==> src/pkg/csg_pkg.sv <==
package csg_pkg;
	localparam logic [11:0] CTRL_OFS = 12'h803;
	localparam logic [11:0] STAT_OFS = 12'h804;
	localparam logic [7:0] CTRL_RST = 8'h00;
	localparam logic [3:0] FLAG_RST = 4'h0;
	localparam int RING_BIT = 7;
	localparam int RESET_BIT = 6;
	localparam int KIND_BIT = 5;
	localparam int ROUTE_BIT = 4;
	localparam int DET_BIT = 3;
	localparam int RDY_BIT = 2;
	localparam int LOW_BIT = 1;
	localparam int DEAD_BIT = 0;
	localparam int FLAG_W = 4;
	localparam int IRQ_W = 16;
	localparam int PIN_W = 9;
	localparam logic [3:0] SEL_NONE = 4'h0;
	localparam logic [3:0] SEL_SMI = 4'h2;

	function automatic logic [IRQ_W-1:0] csg_decode(input logic [3:0] code);
		logic [IRQ_W-1:0] hot;
		hot = 16'h0000;
		unique case (code)
			4'h1, 4'h3, 4'h4, 4'h7, 4'h8, 4'h9, 4'hf: hot = 16'h0001 << code;
			default: hot = 16'h0000;
		endcase
		return hot;
	endfunction
endpackage

==> src/pkg/csg_link_if.sv <==
interface csg_link_if;
	logic [1:0] detect;
	logic ready;
	logic batteryCall;
	logic batteryTwo;
	logic statusPin;
	logic funcReq;
	logic busRst;
	logic globalRst;
	logic [7:0] ctrl;
	logic [3:0] statusSelect;
	logic diagRoute;
	logic statusPending;
	logic funcPending;
	logic pciIrq;
	logic [15:0] isaIrq;
	logic smiIrq;
	modport sync (output detect, ready, batteryCall, batteryTwo, statusPin, funcReq, busRst,
		globalRst);
	modport core (input detect, ready, batteryCall, batteryTwo, statusPin, funcReq, busRst,
		globalRst, pciIrq, isaIrq, smiIrq, output ctrl, statusSelect, diagRoute,
		statusPending, funcPending);
	modport route (input ctrl, statusSelect, diagRoute, statusPending, funcPending,
		output pciIrq, isaIrq, smiIrq);
endinterface

==> src/rtl/csg_pin_sync.sv <==
module csg_pin_sync (
	input wire logic clk,
	input wire logic srst,
	input wire logic [csg_pkg::PIN_W-1:0] pins,
	csg_link_if.sync link
);
	typedef struct packed {
		logic [csg_pkg::PIN_W-1:0] first;
		logic [csg_pkg::PIN_W-1:0] second;
	} csg_sync_t;

	csg_sync_t st;
	csg_sync_t next_st;

	always_comb
	begin
		next_st.first = pins;
		next_st.second = st.first;
	end

	always_ff @(posedge clk)
	begin
		if (srst)
			st <= '0;
		else
			st <= next_st;
	end

	assign {link.globalRst, link.busRst, link.funcReq, link.statusPin, link.batteryTwo,
		link.batteryCall, link.ready, link.detect} = st.second;
endmodule

==> src/rtl/csg_irq_route.sv <==
module csg_irq_route (
	csg_link_if.route link
);
	logic toPci;
	logic [csg_pkg::IRQ_W-1:0] statusHot;
	logic [csg_pkg::IRQ_W-1:0] funcHot;
	logic [3:0] funcSel;

	always_comb
	begin
		funcSel = link.ctrl[3:0];
		if (link.diagRoute)
			toPci = (link.statusSelect == csg_pkg::SEL_NONE);
		else
			toPci = link.ctrl[csg_pkg::ROUTE_BIT] | (funcSel == csg_pkg::SEL_NONE);
		statusHot = (link.statusPending && !toPci) ?
			csg_pkg::csg_decode(link.statusSelect) : '0;
		funcHot = link.funcPending ? csg_pkg::csg_decode(funcSel) : '0;
		link.pciIrq = link.statusPending && toPci;
		link.isaIrq = statusHot | funcHot;
		link.smiIrq = (link.statusPending && !toPci && link.statusSelect == csg_pkg::SEL_SMI)
			|| (link.funcPending && funcSel == csg_pkg::SEL_SMI);
	end
endmodule

==> src/rtl/csg_top.sv <==
module csg_top (
	input wire logic clk,
	input wire logic srst,
	input wire logic busResetPin,
	input wire logic globalResetPin,
	input wire logic powerWakeEnable,
	input wire logic diagRouteSelect,
	input wire logic clearOnWrite,
	input wire logic [3:0] statusChangeSelect,
	input wire logic [3:0] irqEnables,
	input wire logic detectPinOneN,
	input wire logic detectPinTwoN,
	input wire logic cardReady,
	input wire logic batteryCallPin,
	input wire logic batteryTwoPin,
	input wire logic cardStatusChangePin,
	input wire logic cardFuncIrqN,
	input wire logic [11:0] regAddr,
	input wire logic regWrEn,
	input wire logic regRdEn,
	input wire logic [7:0] regWrData,
	output logic [7:0] regRdData,
	output logic regRdValid,
	output logic cardReset,
	output logic ringIndicateMode,
	output logic cardIsIo,
	output logic statusChangeEvent,
	output logic pciIrq,
	output logic [15:0] isaIrq,
	output logic smiIrq
);
	typedef struct packed {
		logic [7:0] ctrl;
		logic [3:0] flags;
		logic [1:0] detectPrev;
		logic readyPrev;
		logic lowPrev;
		logic deadPrev;
		logic [7:0] rdData;
		logic rdValid;
		logic [2:0] warm;
	} csg_state_t;

	csg_state_t st;
	csg_state_t next_st;
	csg_link_if link();

	logic ctrlWr;
	logic statWr;
	logic statRd;
	logic isIo;
	logic ringOn;
	logic batLow;
	logic battery_dead_flag;
	logic allClr;
	logic ctxClr;
	logic [3:0] setVec;
	logic [3:0] clrVec;
	logic [3:0] view;
	logic [7:0] ctxMask;

	csg_pin_sync u_sync (
		.clk(clk),
		.srst(srst),
		.pins({globalResetPin, busResetPin, cardFuncIrqN, cardStatusChangePin, batteryTwoPin,
			batteryCallPin, cardReady, detectPinTwoN, detectPinOneN}),
		.link(link.sync)
	);

	csg_irq_route u_route (
		.link(link.route)
	);

	always_comb
	begin
		ctrlWr = regWrEn && regAddr == csg_pkg::CTRL_OFS;
		statWr = regWrEn && regAddr == csg_pkg::STAT_OFS;
		statRd = regRdEn && regAddr == csg_pkg::STAT_OFS;
		isIo = st.ctrl[csg_pkg::KIND_BIT];
		ringOn = st.ctrl[csg_pkg::RING_BIT];
		battery_dead_flag = !link.batteryTwo;
		batLow = link.batteryTwo && !link.batteryCall;
		allClr = link.globalRst || link.busRst;
		ctxClr = link.globalRst || (link.busRst && !powerWakeEnable);
		ctxMask = 8'h00;
		ctxMask[csg_pkg::RESET_BIT] = 1'b1;
		ctxMask[csg_pkg::KIND_BIT] = 1'b1;
		setVec[csg_pkg::DET_BIT] = link.detect != st.detectPrev;
		setVec[csg_pkg::RDY_BIT] = !isIo && link.ready && !st.readyPrev;
		setVec[csg_pkg::LOW_BIT] = !isIo && batLow && !st.lowPrev;
		setVec[csg_pkg::DEAD_BIT] = !isIo && !ringOn && battery_dead_flag && !st.deadPrev;
		// Pin history is not trusted until the sync chain has refilled after reset
		setVec = setVec & irqEnables & {csg_pkg::FLAG_W{st.warm[2]}};
		clrVec = 4'h0;
		if (statRd && !clearOnWrite)
			clrVec = 4'hf;
		if (statWr && clearOnWrite)
			clrVec = regWrData[3:0];
		view = st.flags;
		if (ringOn)
			view[csg_pkg::DEAD_BIT] = link.batteryCall;
		else if (isIo)
			view[csg_pkg::DEAD_BIT] = link.statusPin;
		view = view & irqEnables;

		next_st = st;
		next_st.warm = {st.warm[1:0], 1'b1};
		next_st.detectPrev = link.detect;
		next_st.readyPrev = link.ready;
		next_st.lowPrev = batLow;
		next_st.deadPrev = battery_dead_flag;
		next_st.flags = ((st.flags & ~clrVec) | setVec) & irqEnables;
		if (isIo)
		begin
			next_st.flags[csg_pkg::RDY_BIT] = 1'b0;
			next_st.flags[csg_pkg::LOW_BIT] = 1'b0;
		end
		if (isIo || ringOn)
			next_st.flags[csg_pkg::DEAD_BIT] = 1'b0;
		if (ctrlWr)
			next_st.ctrl = regWrData;
		if (allClr)
			next_st.ctrl = (next_st.ctrl & ctxMask) | (csg_pkg::CTRL_RST & ~ctxMask);
		if (ctxClr)
		begin
			next_st.ctrl = (next_st.ctrl & ~ctxMask) | (csg_pkg::CTRL_RST & ctxMask);
			next_st.flags = csg_pkg::FLAG_RST;
		end
		next_st.rdValid = regRdEn;
		next_st.rdData = 8'h00;
		if (regRdEn && regAddr == csg_pkg::CTRL_OFS)
			next_st.rdData = st.ctrl;
		else if (statRd)
			next_st.rdData = {4'h0, view};
	end

	always_ff @(posedge clk)
	begin
		if (srst)
		begin
			st <= '0;
			st.ctrl <= csg_pkg::CTRL_RST;
			st.flags <= csg_pkg::FLAG_RST;
		end
		else
			st <= next_st;
	end

	assign link.ctrl = st.ctrl;
	assign link.statusSelect = statusChangeSelect;
	assign link.diagRoute = diagRouteSelect;
	assign link.statusPending = |view;
	assign link.funcPending = isIo && !link.funcReq;
	assign regRdData = st.rdData;
	assign regRdValid = st.rdValid;
	assign cardReset = !st.ctrl[csg_pkg::RESET_BIT];
	assign ringIndicateMode = ringOn;
	assign cardIsIo = isIo;
	assign statusChangeEvent = |view;
	assign pciIrq = link.pciIrq;
	assign isaIrq = link.isaIrq;
	assign smiIrq = link.smiIrq;
endmodule

==> config.mk <==
export PLATFORM = sky130hd
export DESIGN_NAME = csg_top
export DESIGN_NICKNAME = d
export VERILOG_FILES = /design/src/pkg/csg_pkg.sv /design/src/pkg/csg_link_if.sv /design/src/rtl/csg_pin_sync.sv /design/src/rtl/csg_irq_route.sv /design/src/rtl/csg_top.sv
export SDC_FILE = /design/constraint.sdc
export NUM_CORES = 1
export LEC_CHECK = 0
export BUFFER_PORTS_ARGS = -buffer_cell sky130_fd_sc_hd__buf_2
export CAP_MARGIN = 10
export CELL_PAD_IN_SITES_DETAIL_PLACEMENT = 0
export CELL_PAD_IN_SITES_GLOBAL_PLACEMENT = 1
export CORE_AREA = 2 2 79 81
export DETAILED_ROUTE_END_ITERATION = 7
export DIE_AREA = 0 0 81 83
export PLACE_DENSITY = 0.81
export SYNTH_ARGS = -nofsm -noshare
export SYNTH_HDL_FRONTEND = slang
export SYNTH_HIERARCHICAL = 1
export SYNTH_SLANG_ARGS = --single-unit
==> constraint.sdc <==
create_clock -name clk -period 1.7 [get_ports clk]
set_input_delay 0.085 -clock clk [delete_from_list [all_inputs] [get_ports clk]]
set_output_delay 0.085 -clock clk [all_outputs]
set_load 0.02 [all_outputs]
# Yosys cells after proc, flatten, opt, wreduce, memory -nomap -nowiden
# Cells that the tools add are included.
word_totals:
  word_cells: 103
  inputBits: 44
  output_inout_bits: 31
  register_bits: 47
classes:
  n_mux: 14
  n_eq_ne: 19
  shift: 2
  reduce_logical: 44
  n_bitwise: 9
op_table:
  columns: ["cell", "n"]
  rows:
  - ["$mux W16", 4]
  - ["$shl A1 B4 Y16 const A", 2]
  - ["$eq A12 B12 Y1 const B", 2]
  - ["$eq A4 B4 Y1 const B", 6]
  - ["$mux W8", 3]
  - ["$and A4 B4 Y4", 5]
  - ["$logic_and A1 B1 Y1", 20]
  - ["$eq A4 B2 Y1 const B", 4]
  - ["$eq A4 B3 Y1 const B", 4]
  - ["$or A16 B16 Y16", 1]
  - ["$reduce_or A7 Y1", 2]
  - ["$logic_not A1 Y1", 12]
  - ["$mux W4", 3]
  - ["$eq A4 B1 Y1 const B", 2]
  - ["$logic_not A4 Y1", 2]
  - ["$reduce_or A3 Y1", 2]
  - ["$logic_or A1 B1 Y1", 4]
  - ["$mux W1", 4]
  - ["$not A4 Y4", 1]
  - ["$or A4 B4 Y4", 1]
  - ["$reduce_or A4 Y1", 1]
  - ["$ne A2 B2 Y1", 1]
  - ["$reduce_or A2 Y1", 1]
  - ["$or A1 B1 Y1", 1]

# Logic depth before layout (Yosys ltp)
# Gate-level depths: netlist of the first run.
depth:
  ltp_word: 9
  mapped_depth: 7
  mapped_depth_nobuf: 7

# By module
# Netlist of the first run, hierarchy kept.
by_module_without_submodules:
  columns: ["mod", "seq_area_each_um2", "cells_per_inst", "n_inst", "area_per_inst_um2"]
  rows:
  - ["csg_top", 580.6, 119, 1, 1249.9]
  - ["csg_pin_sync", 360.3, 37, 1, 489.2]
  - ["csg_irq_route", 0.0, 51, 1, 327.8]

# Worst setup path before layout of the first run
# OpenSTA, ideal clock, no wires.
synth_path:
  path_type: "register -> output"
  start: "reg link.ctrl[5] (netlist name)"
  end: "out isaIrq[7]"
  t_arrival_ns: 1.907
  stages_incl_launch_ff: 8
  slack_ns: -0.292
  path_buffers: 0
  cell_sequence: "dfxtp_1 -> mux2i_1 -> o21ai_0 -> nand2_1 -> nand2_1 -> and2_1 -> nand4b_1 -> o21ai_0"
synth_via:
  elab_chain_len: 7
  elab_cells_between_ends: 9
synth_rtl:
  columns: ["item", "line", "rtl"]
  rows:
  - ["$mux W1", "csg_top.sv:102", "else if (isIo)"]
  - ["$mux W1", "csg_top.sv:100", "if (ringOn)"]
  - ["$and A4 B4 Y4", "csg_top.sv:104", "view = view & irqEnables;"]
  - ["$reduce_or A4 Y1", null, null]
  - ["named net statusChangeEvent", "csg_top.sv:27", "output logic statusChangeEvent,"]
  - ["$logic_and A1 B1 Y1", "csg_irq_route.sv:16", "statusHot = (link.statusPending && !toPci) ?"]
  - ["$mux W16", "csg_irq_route.sv:16", null]
  - ["$or A16 B16 Y16", "csg_irq_route.sv:20", "link.isaIrq = statusHot | funcHot;"]
  - ["to (decl)", "csg_top.sv:29", "output logic [15:0] isaIrq,"]
# The timed path passes the listed nets, and every way through them passes these cells.

# Worst setup path in the final report of the first run
layout_path:
  start: "reg link.ctrl[2] (netlist name)"
  end: "out isaIrq[1]"
layout_via:
  elab_chain_len: 7
  elab_cells_between_ends: 18
layout_rtl:
  columns: ["item", "line", "rtl"]
  rows:
  - ["$logic_not A4 Y1", "csg_irq_route.sv:15", "toPci = link.ctrl[csg_pkg::ROUTE_BIT] | (funcSel == csg_pkg::SEL_NONE);"]
  - ["$or A1 B1 Y1", "csg_irq_route.sv:15", null]
  - ["$mux W1", "csg_irq_route.sv:12", "if (link.diagRoute)"]
  - ["$logic_not A1 Y1", "csg_irq_route.sv:16", null]
  - ["$logic_and A1 B1 Y1", "csg_irq_route.sv:16", null]
  - ["$mux W16", "csg_irq_route.sv:16", null]
  - ["$or A16 B16 Y16 (*)", "csg_irq_route.sv:20", null]
# Every way passes the cells marked *; elsewhere a longest branch is shown, timed or not.

==> results.toml, run 1 <==
[route]
post_drt_via_cell_ratio = 4.46
ant_nets = 0
detailedRoute.firstIterationViolations = 46
routedWlPerCell_um = 11.9
detail_route.first_pass.iterations = 4
drc = 0
vias = 1622
drt-total-wl_um = 4340

[layout]
ff_latch_area_um2 = 948
layout-area-overhead-vs-synth_pct = 33.5
multi_input_comb_area_um2 = 1020
finalCoreUtilization = 0.474
finish.cell_count_without_fillers = 364
n_antenna_cell = 0
share_of_cells_above_drive_strength_1 = 0.394
design.final.nets = 332
filler_cell_count = 572

[logic_synthesis]
yosysSeqAreaShare = 0.455
synthTopCellsByArea = "dfxtp_1 46%, buf_4 6.5%, nor2b_1 6.1%"
synthMostInstantiatedCell = "dfxtp_1"
post_synth.cell_area_avg_um2 = 9.99
synth-adder-area-share = 0
synth.ff_latch_count = 47
proportion_of_synthesized_area_in_mux_cells = 0.0436
synth_top_family_by_area = "simple AND/OR/NAND/NOR gates"
synth-edff-count = 0
mappedNetlistArea_um2 = 2070
netlist_instances = 207
most_area_hungry_cell_type_in_the_yosys_netlist = "dfxtp_1"
synth.yosys.warnings = 6
postSynth.topFlopCell = "dfxtp_1"
synth_commonest_cells = "47 x dfxtp_1, 20 x nor2b_1, 18 x buf_4"
synth_largest_type_area_fraction = 0.455
async_reset_ff_frac = 0
share_of_synthesized_cell_area_in_and_or_nand_and_nor_gates = 0.297
synth_xor_xnor_area_share = 0.00847
post_synth_num_cell_types = 45
post_synthesis_compound_gate_area_fraction = 0.102

[worst_setup_path]
worstRegToRegCells = 4
worstSetupStartpointType = "register"
timing.critical_path.depth = 5
path_delay_family = "simple AND/OR/NAND/NOR gates"
timing.setup.critical_path_class = "register to primary output"
required_ns = 1.62
crit_path_cells = "or4_4 > a21oi_4 > buf_6 > o21ai_2 > buf_6"
slowest_stage = "or4_4"
worstSetupEndpointType = "primary output"
timing.critical_path.buf_inv = 2
worst-endpoint-arrival_ns = 1.77
cpPeakStageDelay_ns = 0.54
critPathMostFrequentCell = "buf_6"
cp_max_fo = 5

[timing]
worst_slack_ns = -0.151
hold_violations = 0
timing.final.max_slew_violations = 0
setup_viol = 9
period_minus_slack_ns = 1.85
fin_setup_tns_ns = -1.14
max_freq_ghz = 0.540
grt_setup_unrepaired = "yes"
skew_ns = 0.00920
finalHoldWorstSlack_ns = 0.0141
period_share = 1.09

[global_routing]
maximum_number_of_pins_on_one_net_before_global_route_repair = 21
top_usage_layer = "met2"
antenna_found_initial = 0
global_route.usage.met1 = 0.151
grt.met2_usage = 0.223
grt_first_pass_wirelength_um = 6800
total_overflow_reported_by_the_global_router = 0
grt.total_usage = 0.129
gr-usage-met3 = 0.0380
first_global_vias = 1533

[power]
pwr_density_cell_nw_per_um2 = 741
sw_ratio = 0.252
pwr-share-clk = 0.348
ir_worst_vdd_v = 0.000507
p_leak_nw = 1.20
netSwitchingPower_mw = 0.516
internal_power_mw = 1.53
sequential_cell_fraction_of_total_power = 0.556
power_frac_comb = 0.096

[die]
die_height_um = 83
dieArea_um2 = 6720
die_width_um = 81
start_util = 0.355
io_pins = 75
core_um2 = 5820
num_rows = 28

[clock_network]
cts_root_buf = "clkbuf_8"
cts_sinks = 47
cts-htree-levels = 2
cts_tree = "built"
clk_pin_slew_ns = 0.10
clk_latency_ns = 0.30
cts_buffer_depth = 2
cts_made_buffers = 5

[placed_design]
place_congestion = 0.765
post-place-cells = 343
post-dp-hpwl_um = 3310
port_buffer_count = 65
placement.setup.worst_slack_ns = 0.0626

[run]
maxcap_violations = 0

[worst_hold_path]
min_path_type = "input port to register"
hold-path-cell-count = 3

[run_status]
violations = "setup timing"
status = "finished with violations"
==> worst register-to-register path: stages (launching register included) <==
cell	delay [ns]
dfxtp_1	0.34
nor2_4	0.11
o21ai_2	0.10
or4b_1	0.50
a21oi_1	0.11
==> layout make-up <==
class / count / area share
multi-input combinational: 141 / 0.371
sequential: 47 / 0.344
timing repair buffer: 87 / 0.208
tap: 75 / 0.0340
clock buffer: 5 / 0.0249
clock inverter: 3 / 0.00998
inverter: 6 / 0.00816
==> timing repair <==
| item | CTS | global route |
|---|---|---|
| gates resized for setup | 24 | 6 |
| hold buffers | 10 | 0 |
| setup buffers | 2 | 1 |
| setup endpoints to repair | 9 | 9 |
| hold endpoints to repair | 10 | 0 |
| pin swaps | 5 | 7 |
==> power by group through the flow <==
stage | registers (mW) | clock network, mW | logic (mW)
floorplan | 1.16 | 0 | 0.104
global placement | 1.16 | 0 | 0.172
detailed placement | 1.17 | 0 | 0.173
CTS | 1.14 | 0.735 | 0.196
global route | 1.14 | 0.768 | 0.216
finish | 1.14 | 0.711 | 0.197
==> path summary, 6_finish.rpt <==
kind | start | to | slack (ns)
setup / recovery | link.ctrl[2] | isaIrq[1] | -0.15
setup reg to reg | u_sync/link.globalRst | st[17] | 0.48
hold / removal | regWrData[4] | link.ctrl[4] | 0.01
hold reg to reg | u_sync/next_st[2] | u_sync/link.ready | 0.43
==> logic make-up after synthesis <==
| logic type | after synthesis |
|---|---|
| mux | 9 |
| simple gates | 91 |
| xor+xnor | 2 |
| flops | 47 |
| compound gates | 30 |
| buf+inv | 27 |
| other cells | 1 |
==> metrics by stage <==
stage	power (mW)	instance area [µm²]
after floorplan	1.27	2130
after global placement	1.34	2450
after detailed placement	1.34	2450
after CTS	2.07	2730
after global routing	2.12	2760
final	2.05	2760
==> per-layer routing <==
| layer | vias up | share of wire | wire length [µm] |
|---|---|---|---|
| met2 | 36 | 0.51 | 2210 |
| met5 | - | 0 | 0 |
| li1 | 857 | - | - |
| met1 | 722 | 0.43 | 1860 |
| met4 | 0 | 0.012 | 53 |
| met3 | 7 | 0.048 | 209 |
==> state kept, by name (all words and copies together), names as in the netlist <==
register and count:
link.ctrl 8, u_sync/link.batteryCall 1, st 10, u_sync/link.busRst 1, u_sync/link.globalRst 1, u_sync/link.ready 1, next_st 2, regRdValid 1
u_sync/link.detect 2, u_sync/next_st 9, u_sync/link.funcReq 1, regRdData 8, u_sync/link.batteryTwo 1, u_sync/link.statusPin 1
==> placed cells by master (no fill, tap or decap), drive strengths merged, types with 8 or more instances in the layout <==
cell type	count
buf	77
conb	9
dlygate4sd3	10
dfxtp	47
nand2	14
nor2b	21
and2b	8
inv	8
nor2	13
o21ai	13
mux2i	9
Power figures use the tool's default switching activity.
==> run 2: changes to the inputs <==
Settings changed: CORE_AREA 2 2 79 81 to 5 5 82 84, DIE_AREA 0 0 81 83 to 0 0 87 89.
==> run 2 against run 1 <==
Net effect:
- the flow still finishes with violations (setup timing)
- critical path depth unchanged
- final cell count down 0.27%
- design area down 0.64%
- clock skew down 0.0051 ns
- sequential cell count unchanged
- sequential share of layout area up 0.13 points
- worst hold slack worse by 0.011 ns
- sequential power about the same
==> results.toml, run 2 (same netlist as run 1, synthesis figures left out) <==
[worst_setup_path]
required_ns = 1.62
worstReg2RegStart = "u_sync/link.globalRst"
worst-endpoint-arrival_ns = 1.76
worstSetupStartpointType = "register"
worstSetupEndpointType = "primary output"
cp_max_fo = 5
rrSetupSlack_ns = 0.46
timing.setup.critical_path_class = "register to primary output"
startpoint = "link.ctrl[2]"

[die]
core_um2 = 5850
num_rows = 28
die_width_um = 87
io_pins = 75
start_util = 0.353
die_height_um = 89
dieArea_um2 = 7740

[route]
vias = 1626
drc = 0
detail_route.first_pass.iterations = 4
post_drt_via_cell_ratio = 4.48
ant_nets = 0
routedWlPerCell_um = 12.4
drt-total-wl_um = 4510
detailedRoute.firstIterationViolations = 64

[clock_network]
clk_latency_ns = 0.29
cts_buffer_depth = 2
cts_sinks = 47
cts_made_buffers = 5
cts-htree-levels = 2
cts_root_buf = "clkbuf_8"
cts_tree = "built"
clk_pin_slew_ns = 0.09

[run]
maxcap_violations = 0

[layout]
share_of_cells_above_drive_strength_1 = 0.399
fin_area_um2 = 2740
largest_register_ffs = 10
n_antenna_cell = 0
layout-area-overhead-vs-synth_pct = 32.6
mostFrequentLayoutCell = "buf_2"
max_flop_register = "st"
design.final.nets = 331
top_library_cells_by_usage_in_the_layout_fill_and_taps_aside = "58 x buf_2, 43 x dfxtp_1, 18 x nor2b_1"

[placed_design]
placement.cell_area_um2 = 2450
port_buffer_count = 65
post-dp-hpwl_um = 3540
place_congestion = 0.799

[power]
netSwitchingPower_mw = 0.486
ir_worst_vdd_v = 0.000450
pwr-share-clk = 0.380
pwr_density_cell_nw_per_um2 = 785
internal_power_mw = 1.67
p_leak_nw = 1.20
power_frac_comb = 0.090
sw_ratio = 0.226
sequential_cell_fraction_of_total_power = 0.529

[timing]
hold_violations = 0
fin_setup_tns_ns = -1.02
timing.final.max_slew_violations = 0
period_share = 1.08
max_freq_ghz = 0.542
worst_slack_ns = -0.144
skew_ns = 0.00410
setup_viol = 9
grt_setup_unrepaired = "yes"
period_minus_slack_ns = 1.84

[worst_hold_path]
min_path_type = "input port to register"
min_from = "cardStatusChangePin"

[global_routing]
antenna_found_initial = 0
total_overflow_reported_by_the_global_router = 0
maximum_number_of_pins_on_one_net_before_global_route_repair = 17
grt_first_pass_wirelength_um = 7360
grt.total_usage = 0.122
first_global_vias = 1587

[run_status]
violations = "setup timing"
status = "finished with violations"
==> run 2: changes by cell type in the layout (fill, tap and decap cells not counted), sizes merged <==
cell,before,now
dlygate4sd3,10,7
buf,77,79
bufinv,0,1
inv,8,7
==> run 2: stage by stage <==
step | hold slack, ns | instances | setup WS [ns] | power (mW) | util
after floorplan | 0.157 | 215 | 0.0535 | 1.27 | -
after global placement | 0.294 | 343 | 0.0247 | 1.33 | 0.419
after detailed placement | 0.293 | 343 | 0.00799 | 1.34 | 0.419
after CTS | 0.000184 | 362 | -0.113 | 2.17 | 0.463
after global routing | 0.00613 | 363 | -0.207 | 2.25 | 0.469
final | 0.00284 | 363 | -0.144 | 2.15 | 0.469
==> run 2: cell type report <==
class	instances	area, µm²
inverters	6	22.5
clock buffers	5	68.8
fillers	547	3110
clock inverters	3	46.3
flip-flops and latches	47	946
well taps	75	93.8
multi-input cells	141	1020
repair buffers	86	548
==> run 2: metal layers <==
| metal | global-route usage | share of wire | up-vias |
|---|---|---|---|
| met5 | 0 | 0 | - |
| met4 | 0.0467 | 0.014 | 0 |
| met3 | 0.0286 | 0.059 | 5 |
| met2 | 0.215 | 0.50 | 43 |
| met1 | 0.144 | 0.43 | 723 |
| li1 | - | - | 855 |
==> run 2: what timing repair did <==
action / 4_1_cts / 5_1_grt
setup buffers: 4 / 1
hold buffers: 7 / 0
endpoints found under the setup margin: 9 / 9
gates resized for setup: 17 / 8
pin swaps: 4 / 5
endpoints found under the hold margin: 7 / 0
==> run 2: critical path, stage by stage, from the launching register on <==
cell and delay (ns):
dfxtp_2 0.33, or4_4 0.54, a21oi_4 0.23, buf_4 0.16
o21ai_2 0.05, buf_2 0.15
==> run 2: worst paths after layout <==
path | to | cells after the start
max reg2reg | st[17] | 4
max | isaIrq[1] | 5
min reg2reg | u_sync/link.globalRst | 1
min | u_sync/next_st[5] | 2
==> run 2: power groups by stage <==
stage | clock network, mW | registers (mW) | logic (mW)
final | 0.818 | 1.14 | 0.194
after global routing | 0.888 | 1.14 | 0.215
after CTS | 0.841 | 1.14 | 0.193
after detailed placement | 0 | 1.16 | 0.174
after global placement | 0 | 1.16 | 0.171
after floorplan | 0 | 1.16 | 0.104
